## config.mk

```make
export PLATFORM = sky130hd
export DESIGN_NAME = hsv_slave
export DESIGN_NICKNAME = d
export VERILOG_FILES = /design/src/core/hsv_pkg.sv /design/src/core/hsv_slave.sv
export VERILOG_INCLUDE_DIRS = /design/src /design/src/core
export SDC_FILE = /design/constraint.sdc
export NUM_CORES = 1
export LEC_CHECK = 0
export ABC_AREA = 0
export CAP_MARGIN = 15
export CORE_ASPECT_RATIO = 0.8
export CORE_UTILIZATION = 35
export DETAILED_ROUTE_END_ITERATION = 10
export DONT_BUFFER_PORTS = 1
export PLACE_DENSITY = 0.55
export SYNTH_ARGS = -nofsm -noshare
export SYNTH_HDL_FRONTEND = slang
export SYNTH_SLANG_ARGS = --single-unit
```

## constraint.sdc

```tcl
create_clock -name CORE_CLK -period 4.2 [get_ports CORE_CLK]
set_input_delay 0.21 -clock CORE_CLK [delete_from_list [all_inputs] [get_ports CORE_CLK]]
set_output_delay 0.21 -clock CORE_CLK [all_outputs]
set_load 0.02 [all_outputs]
```

## src/core/hsv_consts.svh

```systemverilog
// Constants for the host serial slave with access verification
`ifndef HSV_CONSTS_SVH
`define HSV_CONSTS_SVH

// ----------------------------------------
// Verification register offsets
// ----------------------------------------
`define HSV_ADDR_DATA8 16'hE7FC
`define HSV_ADDR_DATA16 16'hE6FF
`define HSV_ADDR_DATA32 16'hE5FF
`define HSV_ADDR_LAST_ADDR 16'hE6FE
`define HSV_ADDR_LAST_OPERATION_KIND 16'hE7FD

// ----------------------------------------
// Codes and reset values
// ----------------------------------------
`define HSV_OP_WRITE 8'hCA
`define HSV_OP_READ 8'h35
`define HSV_OP_RESET 8'h00
`define HSV_I2C_ADDR 7'h38
`define HSV_SS_TOGGLES 2'h3
`define HSV_HDR_BYTES 3'h3
`define HSV_HDR_LAST_BIT 6'h17
`define HSV_HDR_BITS 6'h18
`define HSV_BYTE_BITS 4'h8

// ----------------------------------------
// Timing
// ----------------------------------------
`define HSV_CLK_HZ 40000000
`define HSV_I2C_MAX_HZ 400000
`define HSV_SPI_MAX_HZ 2500000
`define HSV_I2C_HALF_CYC (`HSV_CLK_HZ / (2 * `HSV_I2C_MAX_HZ))
`define HSV_SPI_HALF_CYC (`HSV_CLK_HZ / (2 * `HSV_SPI_MAX_HZ))

`endif

```

## src/core/hsv_pkg.sv

```systemverilog
// Types for the host serial slave with access verification
package hsv_pkg;
    typedef enum logic [5:0] {
        HSV_IDLE = 6'h01,
        HSV_RXB = 6'h02,
        HSV_ACK = 6'h04,
        HSV_TXB = 6'h08,
        HSV_MACK = 6'h10,
        HSV_IGNORE = 6'h20
    } hsv_state_t;

    typedef enum logic [1:0] {
        HSV_SZ8 = 2'h0,
        HSV_SZ16 = 2'h1,
        HSV_SZ32 = 2'h2
    } hsv_size_t;
endpackage : hsv_pkg

```

## src/core/hsv_slave.sv

```systemverilog
// Host serial slave: I2C or SPI register access with verification registers
//
// Summary of operation
// - Successful access copies data to width-matched register
// - Last address latched until next success
// - Operation code 0xCA write, 0x35 read
// - Failed accesses leave verification registers alone
// - Reading verification registers pulses REG_RD but leaves the record alone
// - Hardware I2C slave, master at most 400 kHz
// - Shared pins, open-drain wired-AND drive only
// - Respond to slave address 0111000
// - Acknowledge every written byte, then stop
// - Read: pointer write, repeated start, 0x71 acknowledged
// - Read bytes MSB first, master NACKs last
// - SPI slave on master clock, at most 2.5 MHz
// - Sample on rising edge, shift out on falling
// - Output data floats when not transmitting
// - Chip select rising aborts and floats bus
// - Port chosen after reset by chip select toggles
`timescale 1ns/100ps
`include "hsv_consts.svh"

module hsv_slave
    import hsv_pkg::*;
(
    input wire logic CORE_CLK,
    input wire logic NRST,
    input wire logic SCL_SCLK,
    input wire logic SDA_MOSI,
    input wire logic SS_N,
    output logic SDA_O,
    output logic SDA_OE,
    output logic MISO_O,
    output logic MISO_OE,
    output logic SPI_SELECTED,
    output logic [15:0] REG_ADDR,
    output logic [31:0] REG_WDATA,
    output logic REG_WR,
    output logic REG_RD,
    input wire hsv_size_t REG_SIZE,
    input wire logic [31:0] REG_RDATA
);

    // ----------------------------------------
    // Helpers
    // ----------------------------------------
    function automatic logic [2:0] hsv_nbytes(input hsv_size_t sz);
        case (sz)
            HSV_SZ8: hsv_nbytes = 3'h1;
            HSV_SZ16: hsv_nbytes = 3'h2;
            default: hsv_nbytes = 3'h4;
        endcase
    endfunction : hsv_nbytes

    // Left-justify a value so its MSB leaves first
    function automatic logic [31:0] hsv_align(input logic [31:0] d, input hsv_size_t sz);
        case (sz)
            HSV_SZ8: hsv_align = {d[7:0], 24'h00_0000};
            HSV_SZ16: hsv_align = {d[15:0], 16'h0000};
            default: hsv_align = d;
        endcase
    endfunction : hsv_align

    // Right-justify a received value so no header bits leak upward
    function automatic logic [31:0] hsv_fit(input logic [31:0] d, input hsv_size_t sz);
        case (sz)
            HSV_SZ8: hsv_fit = {24'h00_0000, d[7:0]};
            HSV_SZ16: hsv_fit = {16'h0000, d[15:0]};
            default: hsv_fit = d;
        endcase
    endfunction : hsv_fit

    // Reads of the record itself must not disturb it
    function automatic logic hsv_is_verif(input logic [15:0] a);
        hsv_is_verif = (a == `HSV_ADDR_DATA8) || (a == `HSV_ADDR_DATA16)
            || (a == `HSV_ADDR_DATA32) || (a == `HSV_ADDR_LAST_ADDR) || (a == `HSV_ADDR_LAST_OPERATION_KIND);
    endfunction : hsv_is_verif

    // ----------------------------------------
    // Pin synchronisers
    // ----------------------------------------
    logic scl_m_reg, scl_s_reg, scl_d_reg;
    logic sda_m_reg, sda_s_reg, sda_d_reg;
    logic ss_m_reg, ss_s_reg, ss_d_reg;

    always_ff @(posedge CORE_CLK or negedge NRST) begin
        if (!NRST) begin
            scl_m_reg <= 1'b1;
            scl_s_reg <= 1'b1;
            scl_d_reg <= 1'b1;
            sda_m_reg <= 1'b1;
            sda_s_reg <= 1'b1;
            sda_d_reg <= 1'b1;
            ss_m_reg <= 1'b1;
            ss_s_reg <= 1'b1;
            ss_d_reg <= 1'b1;
        end else begin
            scl_m_reg <= SCL_SCLK;
            scl_s_reg <= scl_m_reg;
            scl_d_reg <= scl_s_reg;
            sda_m_reg <= SDA_MOSI;
            sda_s_reg <= sda_m_reg;
            sda_d_reg <= sda_s_reg;
            ss_m_reg <= SS_N;
            ss_s_reg <= ss_m_reg;
            ss_d_reg <= ss_s_reg;
        end
    end

    logic clk_rise, clk_fall, i2c_start, i2c_stop, ss_fall;
    assign clk_rise = scl_s_reg & ~scl_d_reg;
    assign clk_fall = ~scl_s_reg & scl_d_reg;
    assign i2c_start = scl_s_reg & scl_d_reg & sda_d_reg & ~sda_s_reg;
    assign i2c_stop = scl_s_reg & scl_d_reg & ~sda_d_reg & sda_s_reg;
    assign ss_fall = ss_d_reg & ~ss_s_reg;

    // ----------------------------------------
    // State
    // ----------------------------------------
    hsv_state_t state_reg, state_next;
    logic mode_spi_reg, mode_spi_next;
    logic [1:0] ss_cnt_reg, ss_cnt_next;
    logic [5:0] cnt_reg, cnt_next;
    logic [2:0] bidx_reg, bidx_next;
    logic over_reg, over_next;
    logic rw_reg, rw_next;
    logic [31:0] sh_reg, sh_next;
    logic [31:0] dat_reg, dat_next;
    logic [15:0] ptr_reg, ptr_next;
    logic sda_oe_reg, sda_oe_next;
    logic miso_reg, miso_next;
    logic miso_oe_reg, miso_oe_next;
    logic wr_reg, wr_next;
    logic rd_reg, rd_next;
    logic [31:0] wdata_reg, wdata_next;
    logic [7:0] last_operation_kind_reg, last_operation_kind_next;
    logic [15:0] last_addr_reg, last_addr_next;
    logic [7:0] last8_reg, last8_next;
    logic [15:0] last16_reg, last16_next;
    logic [31:0] last32_reg, last32_next;

    logic commit_wr, commit_rd, commit_any;
    logic [31:0] commit_data, rdval, rd_aligned;
    logic [2:0] nb;
    logic [5:0] spi_end;

    assign nb = hsv_nbytes(REG_SIZE);
    assign spi_end = `HSV_HDR_LAST_BIT + {nb, 3'h0};
    assign commit_any = commit_wr | (commit_rd & ~hsv_is_verif(ptr_reg));
    assign rd_aligned = hsv_align(rdval, REG_SIZE);

    // Local verification registers answer reads themselves, read-only
    always_comb begin
        case (ptr_reg)
            `HSV_ADDR_DATA8: rdval = {24'h00_0000, last8_reg};
            `HSV_ADDR_DATA16: rdval = {16'h0000, last16_reg};
            `HSV_ADDR_DATA32: rdval = last32_reg;
            `HSV_ADDR_LAST_ADDR: rdval = {16'h0000, last_addr_reg};
            `HSV_ADDR_LAST_OPERATION_KIND: rdval = {24'h00_0000, last_operation_kind_reg};
            default: rdval = REG_RDATA;
        endcase
    end

    // ----------------------------------------
    // Protocol engines
    // ----------------------------------------
    always_comb begin
        state_next = state_reg;
        mode_spi_next = mode_spi_reg;
        ss_cnt_next = ss_cnt_reg;
        cnt_next = cnt_reg;
        bidx_next = bidx_reg;
        over_next = over_reg;
        rw_next = rw_reg;
        sh_next = sh_reg;
        dat_next = dat_reg;
        ptr_next = ptr_reg;
        sda_oe_next = sda_oe_reg;
        miso_next = miso_reg;
        miso_oe_next = miso_oe_reg;
        rd_next = 1'b0;
        commit_wr = 1'b0;
        commit_rd = 1'b0;
        commit_data = dat_reg;
        // Port choice holds until the next hardware reset
        if (!mode_spi_reg && ss_fall) begin
            ss_cnt_next = ss_cnt_reg + 2'h1;
            if (ss_cnt_reg == `HSV_SS_TOGGLES - 2'h1) begin
                mode_spi_next = 1'b1;
                state_next = HSV_IDLE;
                sda_oe_next = 1'b0;
            end
        end else if (!mode_spi_reg) begin
            if (i2c_start) begin
                state_next = HSV_RXB;
                cnt_next = 6'h00;
                bidx_next = 3'h0;
                over_next = 1'b0;
                sda_oe_next = 1'b0;
            end else if (i2c_stop) begin
                // Write counts only with exactly the register's width received
                if (!rw_reg && !over_reg && state_reg == HSV_RXB
                    && bidx_reg == `HSV_HDR_BYTES + nb) begin
                    commit_wr = 1'b1;
                end
                state_next = HSV_IDLE;
                sda_oe_next = 1'b0;
            end else begin
                case (state_reg)
                    HSV_RXB: begin
                        if (clk_rise) begin
                            sh_next = {sh_reg[30:0], sda_s_reg};
                            cnt_next = cnt_reg + 6'h01;
                        end else if (clk_fall && cnt_reg == {2'h0, `HSV_BYTE_BITS}) begin
                            cnt_next = 6'h00;
                            state_next = HSV_ACK;
                            sda_oe_next = 1'b1;
                            case (bidx_reg)
                                3'h0: begin
                                    if (sh_reg[7:1] == `HSV_I2C_ADDR) begin
                                        rw_next = sh_reg[0];
                                        bidx_next = sh_reg[0] ? `HSV_HDR_BYTES : 3'h1;
                                        if (sh_reg[0]) begin
                                            rd_next = 1'b1;
                                            dat_next = rdval;
                                            sh_next = rd_aligned;
                                        end
                                    end else begin
                                        state_next = HSV_IGNORE;
                                        sda_oe_next = 1'b0;
                                    end
                                end
                                3'h1: begin
                                    ptr_next[15:8] = sh_reg[7:0];
                                    bidx_next = 3'h2;
                                end
                                3'h2: begin
                                    ptr_next[7:0] = sh_reg[7:0];
                                    bidx_next = 3'h3;
                                end
                                default: begin
                                    dat_next = {dat_reg[23:0], sh_reg[7:0]};
                                    // Counter saturates, so a fifth byte is flagged instead
                                    if (bidx_reg != 3'h7) begin
                                        bidx_next = bidx_reg + 3'h1;
                                    end else begin
                                        over_next = 1'b1;
                                    end
                                end
                            endcase
                        end
                    end
                    HSV_ACK: begin
                        if (clk_fall) begin
                            if (rw_reg) begin
                                sda_oe_next = ~sh_reg[31];
                                sh_next = {sh_reg[30:0], 1'b0};
                                cnt_next = 6'h01;
                                state_next = HSV_TXB;
                            end else begin
                                sda_oe_next = 1'b0;
                                state_next = HSV_RXB;
                            end
                        end
                    end
                    HSV_TXB: begin
                        if (clk_fall) begin
                            if (cnt_reg == {2'h0, `HSV_BYTE_BITS}) begin
                                sda_oe_next = 1'b0;
                                cnt_next = 6'h00;
                                state_next = HSV_MACK;
                            end else begin
                                sda_oe_next = ~sh_reg[31];
                                sh_next = {sh_reg[30:0], 1'b0};
                                cnt_next = cnt_reg + 6'h01;
                            end
                        end
                    end
                    HSV_MACK: begin
                        if (clk_rise) begin
                            bidx_next = bidx_reg + 3'h1;
                            if (sda_s_reg) begin
                                // Early NACK leaves the record untouched
                                commit_rd = (bidx_reg + 3'h1 == `HSV_HDR_BYTES + nb);
                                state_next = HSV_IGNORE;
                            end else begin
                                state_next = HSV_TXB;
                            end
                        end
                    end
                    HSV_IDLE, HSV_IGNORE: begin
                        state_next = state_reg;
                    end
                    default: begin
                        state_next = HSV_IDLE;
                    end
                endcase
            end
        end else if (ss_s_reg) begin
            cnt_next = 6'h00;
            miso_oe_next = 1'b0;
        end else begin
            if (clk_rise) begin
                if (!(rw_reg && cnt_reg >= `HSV_HDR_BITS)) begin
                    sh_next = {sh_reg[30:0], sda_s_reg};
                end
                if (cnt_reg != 6'h3F) begin
                    cnt_next = cnt_reg + 6'h01;
                end
                if (cnt_reg == 6'h07) begin
                    rw_next = sda_s_reg;
                end
                if (cnt_reg == `HSV_HDR_LAST_BIT) begin
                    ptr_next = {sh_reg[14:0], sda_s_reg};
                end
                if (cnt_reg == spi_end && cnt_reg > `HSV_HDR_LAST_BIT) begin
                    commit_wr = ~rw_reg;
                    commit_rd = rw_reg;
                    if (!rw_reg) begin
                        commit_data = {sh_reg[30:0], sda_s_reg};
                        dat_next = commit_data;
                    end
                end
            end else if (clk_fall && rw_reg && cnt_reg >= `HSV_HDR_BITS) begin
                miso_oe_next = 1'b1;
                if (cnt_reg == `HSV_HDR_BITS) begin
                    rd_next = 1'b1;
                    dat_next = rdval;
                    miso_next = rd_aligned[31];
                    sh_next = {rd_aligned[30:0], 1'b0};
                end else begin
                    miso_next = sh_reg[31];
                    sh_next = {sh_reg[30:0], 1'b0};
                end
            end
        end
    end

    // ----------------------------------------
    // Verification record and register port
    // ----------------------------------------
    always_comb begin
        last_operation_kind_next = last_operation_kind_reg;
        last_addr_next = last_addr_reg;
        last8_next = last8_reg;
        last16_next = last16_reg;
        last32_next = last32_reg;
        wdata_next = wdata_reg;
        wr_next = commit_wr;
        if (commit_wr) begin
            wdata_next = hsv_fit(commit_data, REG_SIZE);
        end
        // Only a completed access moves the record
        if (commit_any) begin
            last_operation_kind_next = commit_wr ? `HSV_OP_WRITE : `HSV_OP_READ;
            last_addr_next = ptr_reg;
            case (REG_SIZE)
                HSV_SZ8: last8_next = commit_data[7:0];
                HSV_SZ16: last16_next = commit_data[15:0];
                default: last32_next = commit_data;
            endcase
        end
    end

    always_ff @(posedge CORE_CLK or negedge NRST) begin
        if (!NRST) begin
            state_reg <= HSV_IDLE;
            mode_spi_reg <= 1'b0;
            ss_cnt_reg <= 2'h0;
            cnt_reg <= 6'h00;
            bidx_reg <= 3'h0;
            over_reg <= 1'b0;
            rw_reg <= 1'b0;
            sh_reg <= 32'h0000_0000;
            dat_reg <= 32'h0000_0000;
            ptr_reg <= 16'h0000;
            sda_oe_reg <= 1'b0;
            miso_reg <= 1'b0;
            miso_oe_reg <= 1'b0;
            wr_reg <= 1'b0;
            rd_reg <= 1'b0;
            wdata_reg <= 32'h0000_0000;
            last_operation_kind_reg <= `HSV_OP_RESET;
            last_addr_reg <= 16'h0000;
            last8_reg <= 8'h00;
            last16_reg <= 16'h0000;
            last32_reg <= 32'h0000_0000;
        end else begin
            state_reg <= state_next;
            mode_spi_reg <= mode_spi_next;
            ss_cnt_reg <= ss_cnt_next;
            cnt_reg <= cnt_next;
            bidx_reg <= bidx_next;
            over_reg <= over_next;
            rw_reg <= rw_next;
            sh_reg <= sh_next;
            dat_reg <= dat_next;
            ptr_reg <= ptr_next;
            sda_oe_reg <= sda_oe_next;
            miso_reg <= miso_next;
            miso_oe_reg <= miso_oe_next;
            wr_reg <= wr_next;
            rd_reg <= rd_next;
            wdata_reg <= wdata_next;
            last_operation_kind_reg <= last_operation_kind_next;
            last_addr_reg <= last_addr_next;
            last8_reg <= last8_next;
            last16_reg <= last16_next;
            last32_reg <= last32_next;
        end
    end

    // Open drain: the data output only ever pulls low
    assign SDA_O = 1'b0;
    assign SDA_OE = sda_oe_reg;
    assign MISO_O = miso_reg;
    assign MISO_OE = miso_oe_reg;
    assign SPI_SELECTED = mode_spi_reg;
    assign REG_ADDR = ptr_reg;
    assign REG_WDATA = wdata_reg;
    assign REG_WR = wr_reg;
    assign REG_RD = rd_reg;

    // ----------------------------------------
    // Checks
    // ----------------------------------------
    a_op_write: assert property (@(posedge CORE_CLK) disable iff (!NRST)
        commit_wr |=> last_operation_kind_reg == `HSV_OP_WRITE && wr_reg) else $error("write code wrong");
    a_op_read: assert property (@(posedge CORE_CLK) disable iff (!NRST)
        commit_rd && commit_any |=> last_operation_kind_reg == `HSV_OP_READ && !wr_reg)
        else $error("read code wrong");
    a_verif_quiet: assert property (@(posedge CORE_CLK) disable iff (!NRST)
        commit_rd && hsv_is_verif(ptr_reg) |=> $stable(last_operation_kind_reg) && $stable(last_addr_reg))
        else $error("record moved by its own read");
    a_record_hold: assert property (@(posedge CORE_CLK) disable iff (!NRST)
        !commit_any |=> $stable(last_addr_reg) && $stable(last32_reg) && $stable(last_operation_kind_reg))
        else $error("record moved without success");
    a_addr_latch: assert property (@(posedge CORE_CLK) disable iff (!NRST)
        commit_any |=> last_addr_reg == $past(ptr_reg)) else $error("address not latched");
    a_data8_copy: assert property (@(posedge CORE_CLK) disable iff (!NRST)
        commit_any && REG_SIZE == HSV_SZ8 |=> last8_reg == $past(commit_data[7:0]))
        else $error("byte record wrong");
    a_nack_foreign: assert property (@(posedge CORE_CLK) disable iff (!NRST)
        !mode_spi_reg && state_reg == HSV_RXB && clk_fall && !ss_fall && !i2c_start && !i2c_stop
        && cnt_reg == 6'h08 && bidx_reg == 3'h0 && sh_reg[7:1] != `HSV_I2C_ADDR
        |=> state_reg == HSV_IGNORE && !SDA_OE [*2]) else $error("foreign address acked");
    a_miso_float: assert property (@(posedge CORE_CLK) disable iff (!NRST)
        mode_spi_reg && ss_s_reg |=> !MISO_OE) else $error("miso driven while deselected");
    a_port_lock: assert property (@(posedge CORE_CLK) disable iff (!NRST)
        mode_spi_reg |=> mode_spi_reg && !SDA_OE) else $error("port choice changed");
    a_spi_count: assert property (@(posedge CORE_CLK) disable iff (!NRST)
        mode_spi_reg && !ss_s_reg && clk_rise && cnt_reg < 6'h20 |=> cnt_reg == $past(cnt_reg) + 6'h01)
        else $error("spi bit not counted");

endmodule : hsv_slave

```

==> results.py, run 1 <==
metrics = {
    "clock_tree": {
        "ctsHoldBuffers": 5,
        "postCtsSetupBuffers": 0,
        "numClockSinks": 220,
        "post_cts_resized": 0,
        "cts-buffers-inserted": 26,
        "htreeDepth": 1,
        "tritoncts": "yes",
        "root_buffer": "clkbuf_16",
        "clk_path_buf_depth": 3,
        "path_clk_slew_ns": 0.07,
        "clkLatencyLatePin_ns": 0.57,
    },
    "setup_path": {
        "critPathRequiredTime_ns": 4.67,
        "worstPathMaxFanout": 8,
        "rr_startpoint": "REG_ADDR[12]",
        "r2r_end": "sh_reg[19]",
        "worstPathArrival_ns": 4.28,
        "startpoint_type": "flip-flop",
        "rr_worst_depth": 8,
        "critPathCaptureType": "flip-flop",
        "critPathKind": "reg2reg",
        "r2r_setup_slack_ns": 0.39,
    },
    "layout": {
        "seq_area_um2": 5520,
        "final_nets": 1469,
        "area_delta_synth_final_pct": 12.4,
        "multiInputGateArea_um2": 6700,
        "num_antenna_cells": 0,
        "fill_cells": 3545,
        "final_layout_size_suffix_gt1_frac": 0.111,
    },
    "die": {
        "die_x_um": 215,
        "dieArea_um2": 37000,
        "die_y_um": 172,
        "coreArea_um2": 35200,
        "ios": 94,
        "fp-row-count": 61,
        "initial_core_util": 0.360,
    },
    "timing": {
        "tightest_slew_ns": 1.15,
        "finalSetupViolCount": 0,
        "report.final.hold_viol_count": 220,
        "finalMaxSlewViolations": 0,
        "layout_setup_ws_ns": 0.388,
        "fin_crit_ns": 3.81,
        "tns_ns": 0,
        "finClkSkew_ns": 0.0261,
        "period_share": 0.908,
        "slew-limit-headroom": 0.224,
        "fmaxAchievable_mhz": 262,
        "holdWs_ns": -0.636,
        "rsz0062_at_grt": "false",
    },
    "power": {
        "ir_worst_vdd_v": 0.000405,
        "powerDensity_nw_per_um2": 595,
        "comb_power_share": 0.329,
        "p_leak_nw": 5.97,
        "p_sw_frac": 0.419,
        "internal_power_w": 0.00493,
        "p_switching_w": 0.00355,
        "clkPwrFrac": 0.276,
        "p_seq_frac": 0.395,
    },
    "logic_synthesis": {
        "yosys_warnings": 0,
        "synthArstFlopShare": 1.00,
        "synth_cell_type_count": 79,
        "syn_inst": 1441,
        "synth_area_um2": 12700,
        "synth.yosys.seq_area_share": 0.436,
        "synth_nets": 1489,
        "synth-seq-cells": 220,
        "synth_edf_count": 0,
        "postSynthAreaPerCell_um2": 8.79,
        "synth_flop_cell": "dfrtp_1",
    },
    "route": {
        "drc": 0,
        "wl_per_cell_um": 25.3,
        "ant_nets": 0,
        "via_per_inst": 6.25,
        "wl_mm": 48.3,
        "firstDrtPassIters": 6,
        "drt_first_iter_violations": 1601,
        "vias": 11900,
    },
    "place": {
        "place_congestion": 0.946,
        "dp_hpwl_mm": 33.8,
        "place_ws_ns": 0.538,
        "portBuffers": 0,
    },
    "global_routing": {
        "grt.overflow.total": 0,
        "antenna_found_initial": 0,
        "grt_pass1_vias": 11200,
        "grt_pass1_wl_mm": 73.3,
        "grt_max_degree": 221,
        "grt_util_all_layers": 0.259,
    },
    "hold_path": {
        "hold_class": "in2async",
    },
    "status": {
        "violations": "hold timing",
        "run_status": "finished, violations left",
    },
    "job": {
        "drv_cap": 0,
    },
}
==> Yosys cell counts, types with 22 or more instances <==
library cell | instances | area, µm²
o21ai_0 | 134 | 671
nor3_1 | 23 | 115
a22oi_1 | 26 | 195
a21o_1 | 22 | 165
inv_1 | 23 | 86.3
nor2_1 | 154 | 578
mux2_2 | 26 | 293
nand2_1 | 192 | 721
mux2i_1 | 56 | 561
a31oi_1 | 42 | 263
a22o_1 | 22 | 193
dfrtp_1 | 210 | 5260
nor4_1 | 26 | 163
a21oi_1 | 73 | 365
clkbuf_1 | 84 | 315
==> area by class of cell <==
cell class	instances	share of cell area
Inverter	24	0.00633
Timing Repair Buffer	59	0.0320
Tap cell	472	0.0415
Clock buffer	40	0.0571
Multi-Input combinational cell	1090	0.471
Sequential cell	220	0.388
Clock inverter	5	0.00474
==> per-stage QoR <==
step	instances	utilization	hold slack (ns)	total power (W)	cell area (µm²)
final	1910	0.405	-0.636	0.00848	14200
after global routing	1910	0.405	-0.648	0.00889	14200
after CTS	1910	0.405	-0.653	0.00845	14200
after detailed placement	1860	0.378	-0.0643	0.00608	13300
after global placement	1860	0.378	-0.0661	0.00604	13300
after floorplan	1441	-	-0.0856	0.00502	12700
==> cell families (layout without fill, tap and decap cells) <==
kind of cell,Yosys count,in the layout,share of synthesized area
mux,82,82,0.0674
compound gates,482,482,0.255
other cells,1,1,0.000296
buf+inv,131,128,0.0414
flops,220,220,0.436
xor+xnor,8,8,0.00553
fa+ha+maj,9,9,0.00889
simple gates,508,508,0.186
==> per-layer routing <==
| metal | track usage | wire (µm) |
|---|---|---|
| met5 | 0 | 0 |
| met1 | 0.375 | 21700 |
| met2 | 0.388 | 20800 |
| met4 | 0.0693 | 1330 |
| met3 | 0.0551 | 4510 |
==> how the worst max path moves through the flow <==
| stage | start | end | cells after the start | slack (ns) |
|---|---|---|---|---|
| floorplan | REG_ADDR[0] | last_addr_reg[10] | 8 | 1.41 |
| global placement | REG_ADDR[12] | sh_reg[28] | 8 | 0.62 |
| detailed placement | REG_ADDR[12] | sh_reg[19] | 8 | 0.54 |
| CTS | REG_ADDR[12] | sh_reg[19] | 8 | 0.55 |
| global route | REG_ADDR[4] | sh_reg[26] | 7 | 0.30 |
| finish | REG_ADDR[12] | sh_reg[19] | 8 | 0.39 |
==> cell usage in the layout, fill, tap and decap left out, types with 23 or more instances in the layout <==
master	n
dfrtp_1	209
nand2_1	192
nor2_1	154
o21ai_0	133
a21oi_1	72
mux2i_1	56
buf_4	54
a31oi_1	41
a22oi_1	26
mux2_2	26
clkbuf_16	26
nor4_1	25
inv_1	23
==> power by group through the flow <==
stage | clock network [W] | registers [W] | logic [W]
3_3_place_gp | 0 | 0.00335 | 0.00269
2_1_floorplan | 0 | 0.00301 | 0.00201
6_report | 0.00234 | 0.00335 | 0.00279
4_1_cts | 0.00238 | 0.00333 | 0.00274
3_5_place_dp | 0 | 0.00336 | 0.00272
5_1_grt | 0.00246 | 0.00341 | 0.00302
==> critical path, stage by stage (launching register included) <==
cell and delay [ns]:
dfrtp_1 0.48, nand4b_1 0.46, buf_4 0.31, nor4_2 0.70, buf_4 0.31, a32oi_1 0.08
a31oi_1 0.88, a21boi_0 0.21, o311ai_1 0.28
Note: power is estimated with default switching activity, not from simulation.
==> inputs of run 2 (changes only) <==
--- a/config.mk
+++ b/config.mk
@@ -10,9 +10,11 @@
 export CAP_MARGIN = 15
 export CORE_ASPECT_RATIO = 0.8
 export CORE_UTILIZATION = 35
+export CTS_BUF_LIST = sky130_fd_sc_hd__clkbuf_2 sky130_fd_sc_hd__clkbuf_4 sky130_fd_sc_hd__clkbuf_8
 export DETAILED_ROUTE_END_ITERATION = 10
 export DONT_BUFFER_PORTS = 1
 export PLACE_DENSITY = 0.55
+export REMOVE_ABC_BUFFERS = 1
 export SYNTH_ARGS = -nofsm -noshare
 export SYNTH_HDL_FRONTEND = slang
 export SYNTH_SLANG_ARGS = --single-unit
==> results.py, run 2 (same netlist as run 1, synthesis figures left out) <==
metrics = {
    "global_routing": {
        "antenna_found_initial": 1,
        "top_usage_layer": "met2",
        "met3_usage": 0.0589,
        "grt_max_degree": 221,
        "grt_pass1_vias": 11400,
        "grt_util_all_layers": 0.255,
        "use_met1": 0.362,
        "grt_pass1_wl_mm": 72.1,
        "grt.overflow.total": 0,
        "grt_util_met2": 0.380,
    },
    "timing": {
        "rsz0062_at_grt": "false",
        "report.final.hold_viol_count": 220,
        "finalMaxSlewViolations": 0,
        "holdWs_ns": -0.696,
        "fin_crit_ns": 3.66,
        "period_share": 0.872,
        "finalSetupViolCount": 0,
        "finClkSkew_ns": 0.0483,
        "tightest_slew_ns": 1.15,
        "fmaxAchievable_mhz": 273,
        "slew-limit-headroom": 0.227,
    },
    "layout": {
        "final_layout_size_suffix_gt1_frac": 0.126,
        "fill_cells": 3557,
        "mostFrequentLayoutCell": "dfrtp_1",
        "area_delta_synth_final_pct": 12.2,
        "final_nets": 1478,
        "stdcell_count": 1935,
        "final_cell_area_um2": 14200,
        "mostFrequentLayoutCells": "dfrtp_1, nand2_1, nor2_1, o21ai_0, a21oi_1",
    },
    "setup_path": {
        "worstPathMaxFanout": 16,
        "worstPathArrival_ns": 4.08,
        "critPathCaptureType": "flip-flop",
        "startpoint_type": "flip-flop",
        "critPathRequiredTime_ns": 4.61,
        "critPathKind": "reg2reg",
    },
    "power": {
        "internal_power_w": 0.00476,
        "p_seq_frac": 0.404,
        "comb_power_share": 0.325,
        "power.total_w": 0.00828,
        "powerDensity_nw_per_um2": 582,
        "clkPwrFrac": 0.271,
        "ir_worst_vdd_v": 0.000235,
        "p_switching_w": 0.00351,
        "p_sw_frac": 0.424,
        "p_leak_nw": 5.99,
    },
    "clock_tree": {
        "clkLatencyLatePin_ns": 0.60,
        "post_cts_resized": 0,
        "ctsHoldBuffers": 6,
        "cts-buffers-inserted": 40,
        "htreeDepth": 2,
        "root_buffer": "clkbuf_8",
        "numClockSinks": 220,
        "tritoncts": "yes",
        "path_clk_slew_ns": 0.06,
        "clk_path_buf_depth": 3,
        "postCtsSetupBuffers": 0,
    },
    "place": {
        "dp_hpwl_mm": 32.2,
        "dpl.cell_count": 1854,
        "placed_area_um2": 13300,
        "place_congestion": 0.927,
        "portBuffers": 0,
    },
    "die": {
        "initial_core_util": 0.360,
        "fp-row-count": 61,
        "dieArea_um2": 37000,
        "die_x_um": 215,
        "die_y_um": 172,
        "ios": 94,
        "coreArea_um2": 35200,
    },
    "route": {
        "firstDrtPassIters": 5,
        "vias": 11900,
        "ant_nets": 0,
        "wl_per_cell_um": 24.4,
        "via_per_inst": 6.13,
        "drc": 0,
        "drt_first_iter_violations": 1539,
        "wl_mm": 47.2,
    },
    "status": {
        "violations": "hold timing",
        "run_status": "finished, violations left",
    },
    "hold_path": {
        "hold_class": "in2async",
    },
    "job": {
        "drv_cap": 0,
    },
}
## run 2: cell count changes in the layout (fill, tap and decap cells not counted), sizes merged
cell | previous run | this run
clkbuf | 40 | 62
buf | 54 | 48
diode | 0 | 1
clkinv | 4 | 11
bufinv | 1 | 0
inv | 23 | 24
dlygate4sd3 | 5 | 6
## run 2: path summary, 6_finish.rpt
| path | from | to | slack [ns] | cells past startpoint |
|---|---|---|---|---|
| worst max-delay path | REG_ADDR[3] | sh_reg[30] | 0.54 | 8 |
| worst min register to register | scl_m_reg | scl_s_reg | 0.36 | 0 |
| worst min-delay path | NRST | REG_WDATA[13] | -0.70 | 0 |
| min in group CORE_CLK | REG_RDATA[4] | sh_reg[4] | 0.04 | 3 |
| worst max register to register | REG_ADDR[3] | sh_reg[30] | 0.54 | 8 |
| max in group asynchronous | NRST | sda_d_reg | 4.59 | 0 |
## run 2: worst max-delay path, cell delays in order, from the launching register on
cell and delay [ns]:
dfrtp_1 0.60, nand4_1 0.38, or2_2 0.46, a21o_1 0.56, buf_4 0.39, a22oi_1 0.41, o22ai_1 0.17, a21oi_1 0.31
o211ai_1 0.19
## run 2: final cells by class
cell class,count,area (µm²),area share
Timing Repair Buffer,54,433,0.0305
Clock inverter,12,81.3,0.00572
Antenna cell,1,2.50,0.000176
Inverter,24,90.1,0.00634
Clock buffer,62,797,0.0561
Multi-Input combinational cell,1090,6700,0.471
Tap cell,472,591,0.0416
Sequential cell,220,5520,0.389
## run 2: power groups by stage
stage	registers, W	logic (W)	clock network, W
floorplan	0.00314	0.00178	0
global placement	0.00335	0.00262	0
detailed placement	0.00336	0.00264	0
CTS	0.00332	0.00266	0.00228
global route	0.00341	0.00296	0.00238
finish	0.00335	0.00269	0.00224
## run 2: metrics by stage
stage	utilization	setup TNS [ns]	setup slack [ns]
finish	0.404	0	0.536
global route	0.404	0	0.440
CTS	0.404	0	0.577
detailed placement	0.377	0	0.631
global placement	0.377	0	0.743
floorplan	-	-139.10	-2.13
## run 2: routing by layer
layer	share of wire	wire length, µm	vias up
li1	-	-	5341
met1	0.44	20900	5797
met2	0.43	20200	607
met3	0.095	4490	119
met4	0.033	1580	0
met5	0	0	-
==> inputs of run 3 (changes only) <==
--- a/config.mk
+++ b/config.mk
@@ -13,7 +13,7 @@
 export CTS_BUF_LIST = sky130_fd_sc_hd__clkbuf_2 sky130_fd_sc_hd__clkbuf_4 sky130_fd_sc_hd__clkbuf_8
 export DETAILED_ROUTE_END_ITERATION = 10
 export DONT_BUFFER_PORTS = 1
-export PLACE_DENSITY = 0.55
+export PLACE_DENSITY = 0.49
 export REMOVE_ABC_BUFFERS = 1
 export SYNTH_ARGS = -nofsm -noshare
 export SYNTH_HDL_FRONTEND = slang
==> results.py, run 3 (same netlist as run 1, synthesis figures left out) <==
metrics = {
    "timing": {
        "tightest_slew_ns": 1.18,
        "finClkSkew_ns": 0.0701,
        "finalSetupViolCount": 0,
        "report.final.hold_viol_count": 220,
        "slew-limit-headroom": 0.208,
        "fin_crit_ns": 3.83,
        "rsz0062_at_grt": "false",
        "finalMaxSlewViolations": 0,
        "tns_ns": 0,
        "period_share": 0.911,
        "fmaxAchievable_mhz": 261,
        "holdWs_ns": -0.708,
    },
    "setup_path": {
        "r2r_end": "sh_reg[30]",
        "critPathCaptureType": "flip-flop",
        "r2r_setup_slack_ns": 0.37,
        "rr_startpoint": "REG_ADDR[1]",
        "startpoint_type": "flip-flop",
        "worstPathArrival_ns": 4.30,
        "worstPathMaxFanout": 17,
        "critPathRequiredTime_ns": 4.67,
        "crit_start": "REG_ADDR[1]",
        "critPathKind": "reg2reg",
        "rr_worst_depth": 8,
    },
    "layout": {
        "stdcell_count": 1941,
        "num_antenna_cells": 0,
        "final_cell_area_um2": 14300,
        "mostFrequentLayoutCells": "dfrtp_1, nand2_1, nor2_1, o21ai_0, a21oi_1",
        "area_delta_synth_final_pct": 13.0,
        "fill_cells": 3521,
        "mostFrequentLayoutCell": "dfrtp_1",
        "seq_area_um2": 5520,
        "multiInputGateArea_um2": 6710,
        "final_nets": 1484,
        "final_layout_size_suffix_gt1_frac": 0.131,
    },
    "route": {
        "via_per_inst": 6.10,
        "ant_nets": 0,
        "firstDrtPassIters": 6,
        "wl_per_cell_um": 25.1,
        "wl_mm": 48.8,
        "drc": 0,
        "drt_first_iter_violations": 1487,
        "vias": 11800,
    },
    "job": {
        "drv_cap": 0,
    },
    "die": {
        "coreArea_um2": 35200,
        "initial_core_util": 0.360,
        "die_y_um": 172,
        "fp-row-count": 61,
        "dieArea_um2": 37000,
        "ios": 94,
        "die_x_um": 215,
    },
    "clock_tree": {
        "path_clk_slew_ns": 0.07,
        "ctsHoldBuffers": 5,
        "clk_path_buf_depth": 3,
        "tritoncts": "yes",
        "postCtsSetupBuffers": 0,
        "post_cts_resized": 0,
        "root_buffer": "clkbuf_8",
        "clkLatencyLatePin_ns": 0.62,
        "htreeDepth": 2,
        "cts-buffers-inserted": 42,
        "numClockSinks": 220,
    },
    "global_routing": {
        "grt_pass1_vias": 11200,
        "grt.overflow.total": 0,
        "grt_max_degree": 221,
        "antenna_found_initial": 0,
        "grt_pass1_wl_mm": 73.9,
        "grt_util_all_layers": 0.263,
    },
    "place": {
        "dp_hpwl_mm": 33.3,
        "portBuffers": 0,
        "placed_area_um2": 13300,
        "dpl.cell_count": 1859,
        "place_congestion": 0.919,
    },
    "hold_path": {
        "hold_class": "in2async",
    },
    "power": {
        "ir_worst_vdd_v": 0.000324,
        "p_leak_nw": 6.04,
        "powerDensity_nw_per_um2": 593,
    },
    "status": {
        "violations": "hold timing",
        "run_status": "finished, violations left",
    },
}
## run 3: how the worst max path moves through the flow
stage | end | slack (ns) | depth (start not counted)
floorplan | dat_reg[14] | -2.13 | 6
global placement | sh_reg[30] | 0.40 | 8
detailed placement | sh_reg[30] | 0.47 | 8
CTS | sh_reg[30] | 0.42 | 8
global route | sh_reg[30] | 0.23 | 8
finish | sh_reg[30] | 0.37 | 8
## run 3: through the flow
| stage | utilization | power (W) | setup WS, ns |
|---|---|---|---|
| 2_1_floorplan | - | 0.00493 | -2.13 |
| 3_5_place_dp | 0.379 | 0.00606 | 0.465 |
| 6_report | 0.407 | 0.00848 | 0.372 |
| 4_1_cts | 0.407 | 0.00847 | 0.415 |
| 3_3_place_gp | 0.379 | 0.00603 | 0.401 |
| 5_1_grt | 0.407 | 0.00894 | 0.234 |
## run 3: final cells by class
class,count,area share
multi-input cells,1090,0.469
flip-flops and latches,220,0.386
clock buffers,69,0.0598
well taps,472,0.0413
repair buffers,58,0.0322
inverters,24,0.00630
clock inverters,8,0.00595
## run 3: where the power goes
part	leakage [nW]	internal [W]	switching, W
clock network	0.500	0.00136	0.00103
logic	2.72	0.00100	0.00172
registers	2.82	0.00255	0.000822
## run 3: worst max-delay path, stage by stage, from the launching register on
cell and delay (ns):
dfrtp_1 0.65, nand4_1 0.38, or2_2 0.46, a21o_1 0.56, buf_4 0.39, a21oi_1 0.59, o22ai_1 0.24, a21oi_1 0.26
o211ai_1 0.14
## run 3: layer usage
| layer | global-route usage | part of all wire | up-vias | wire (µm) |
|---|---|---|---|---|
| li1 | - | - | 5352 | - |
| met1 | 0.382 | 0.47 | 5920 | 22800 |
| met2 | 0.393 | 0.43 | 491 | 21100 |
| met3 | 0.0470 | 0.076 | 84 | 3690 |
| met4 | 0.0817 | 0.025 | 0 | 1210 |
| met5 | 0 | 0 | - | 0 |
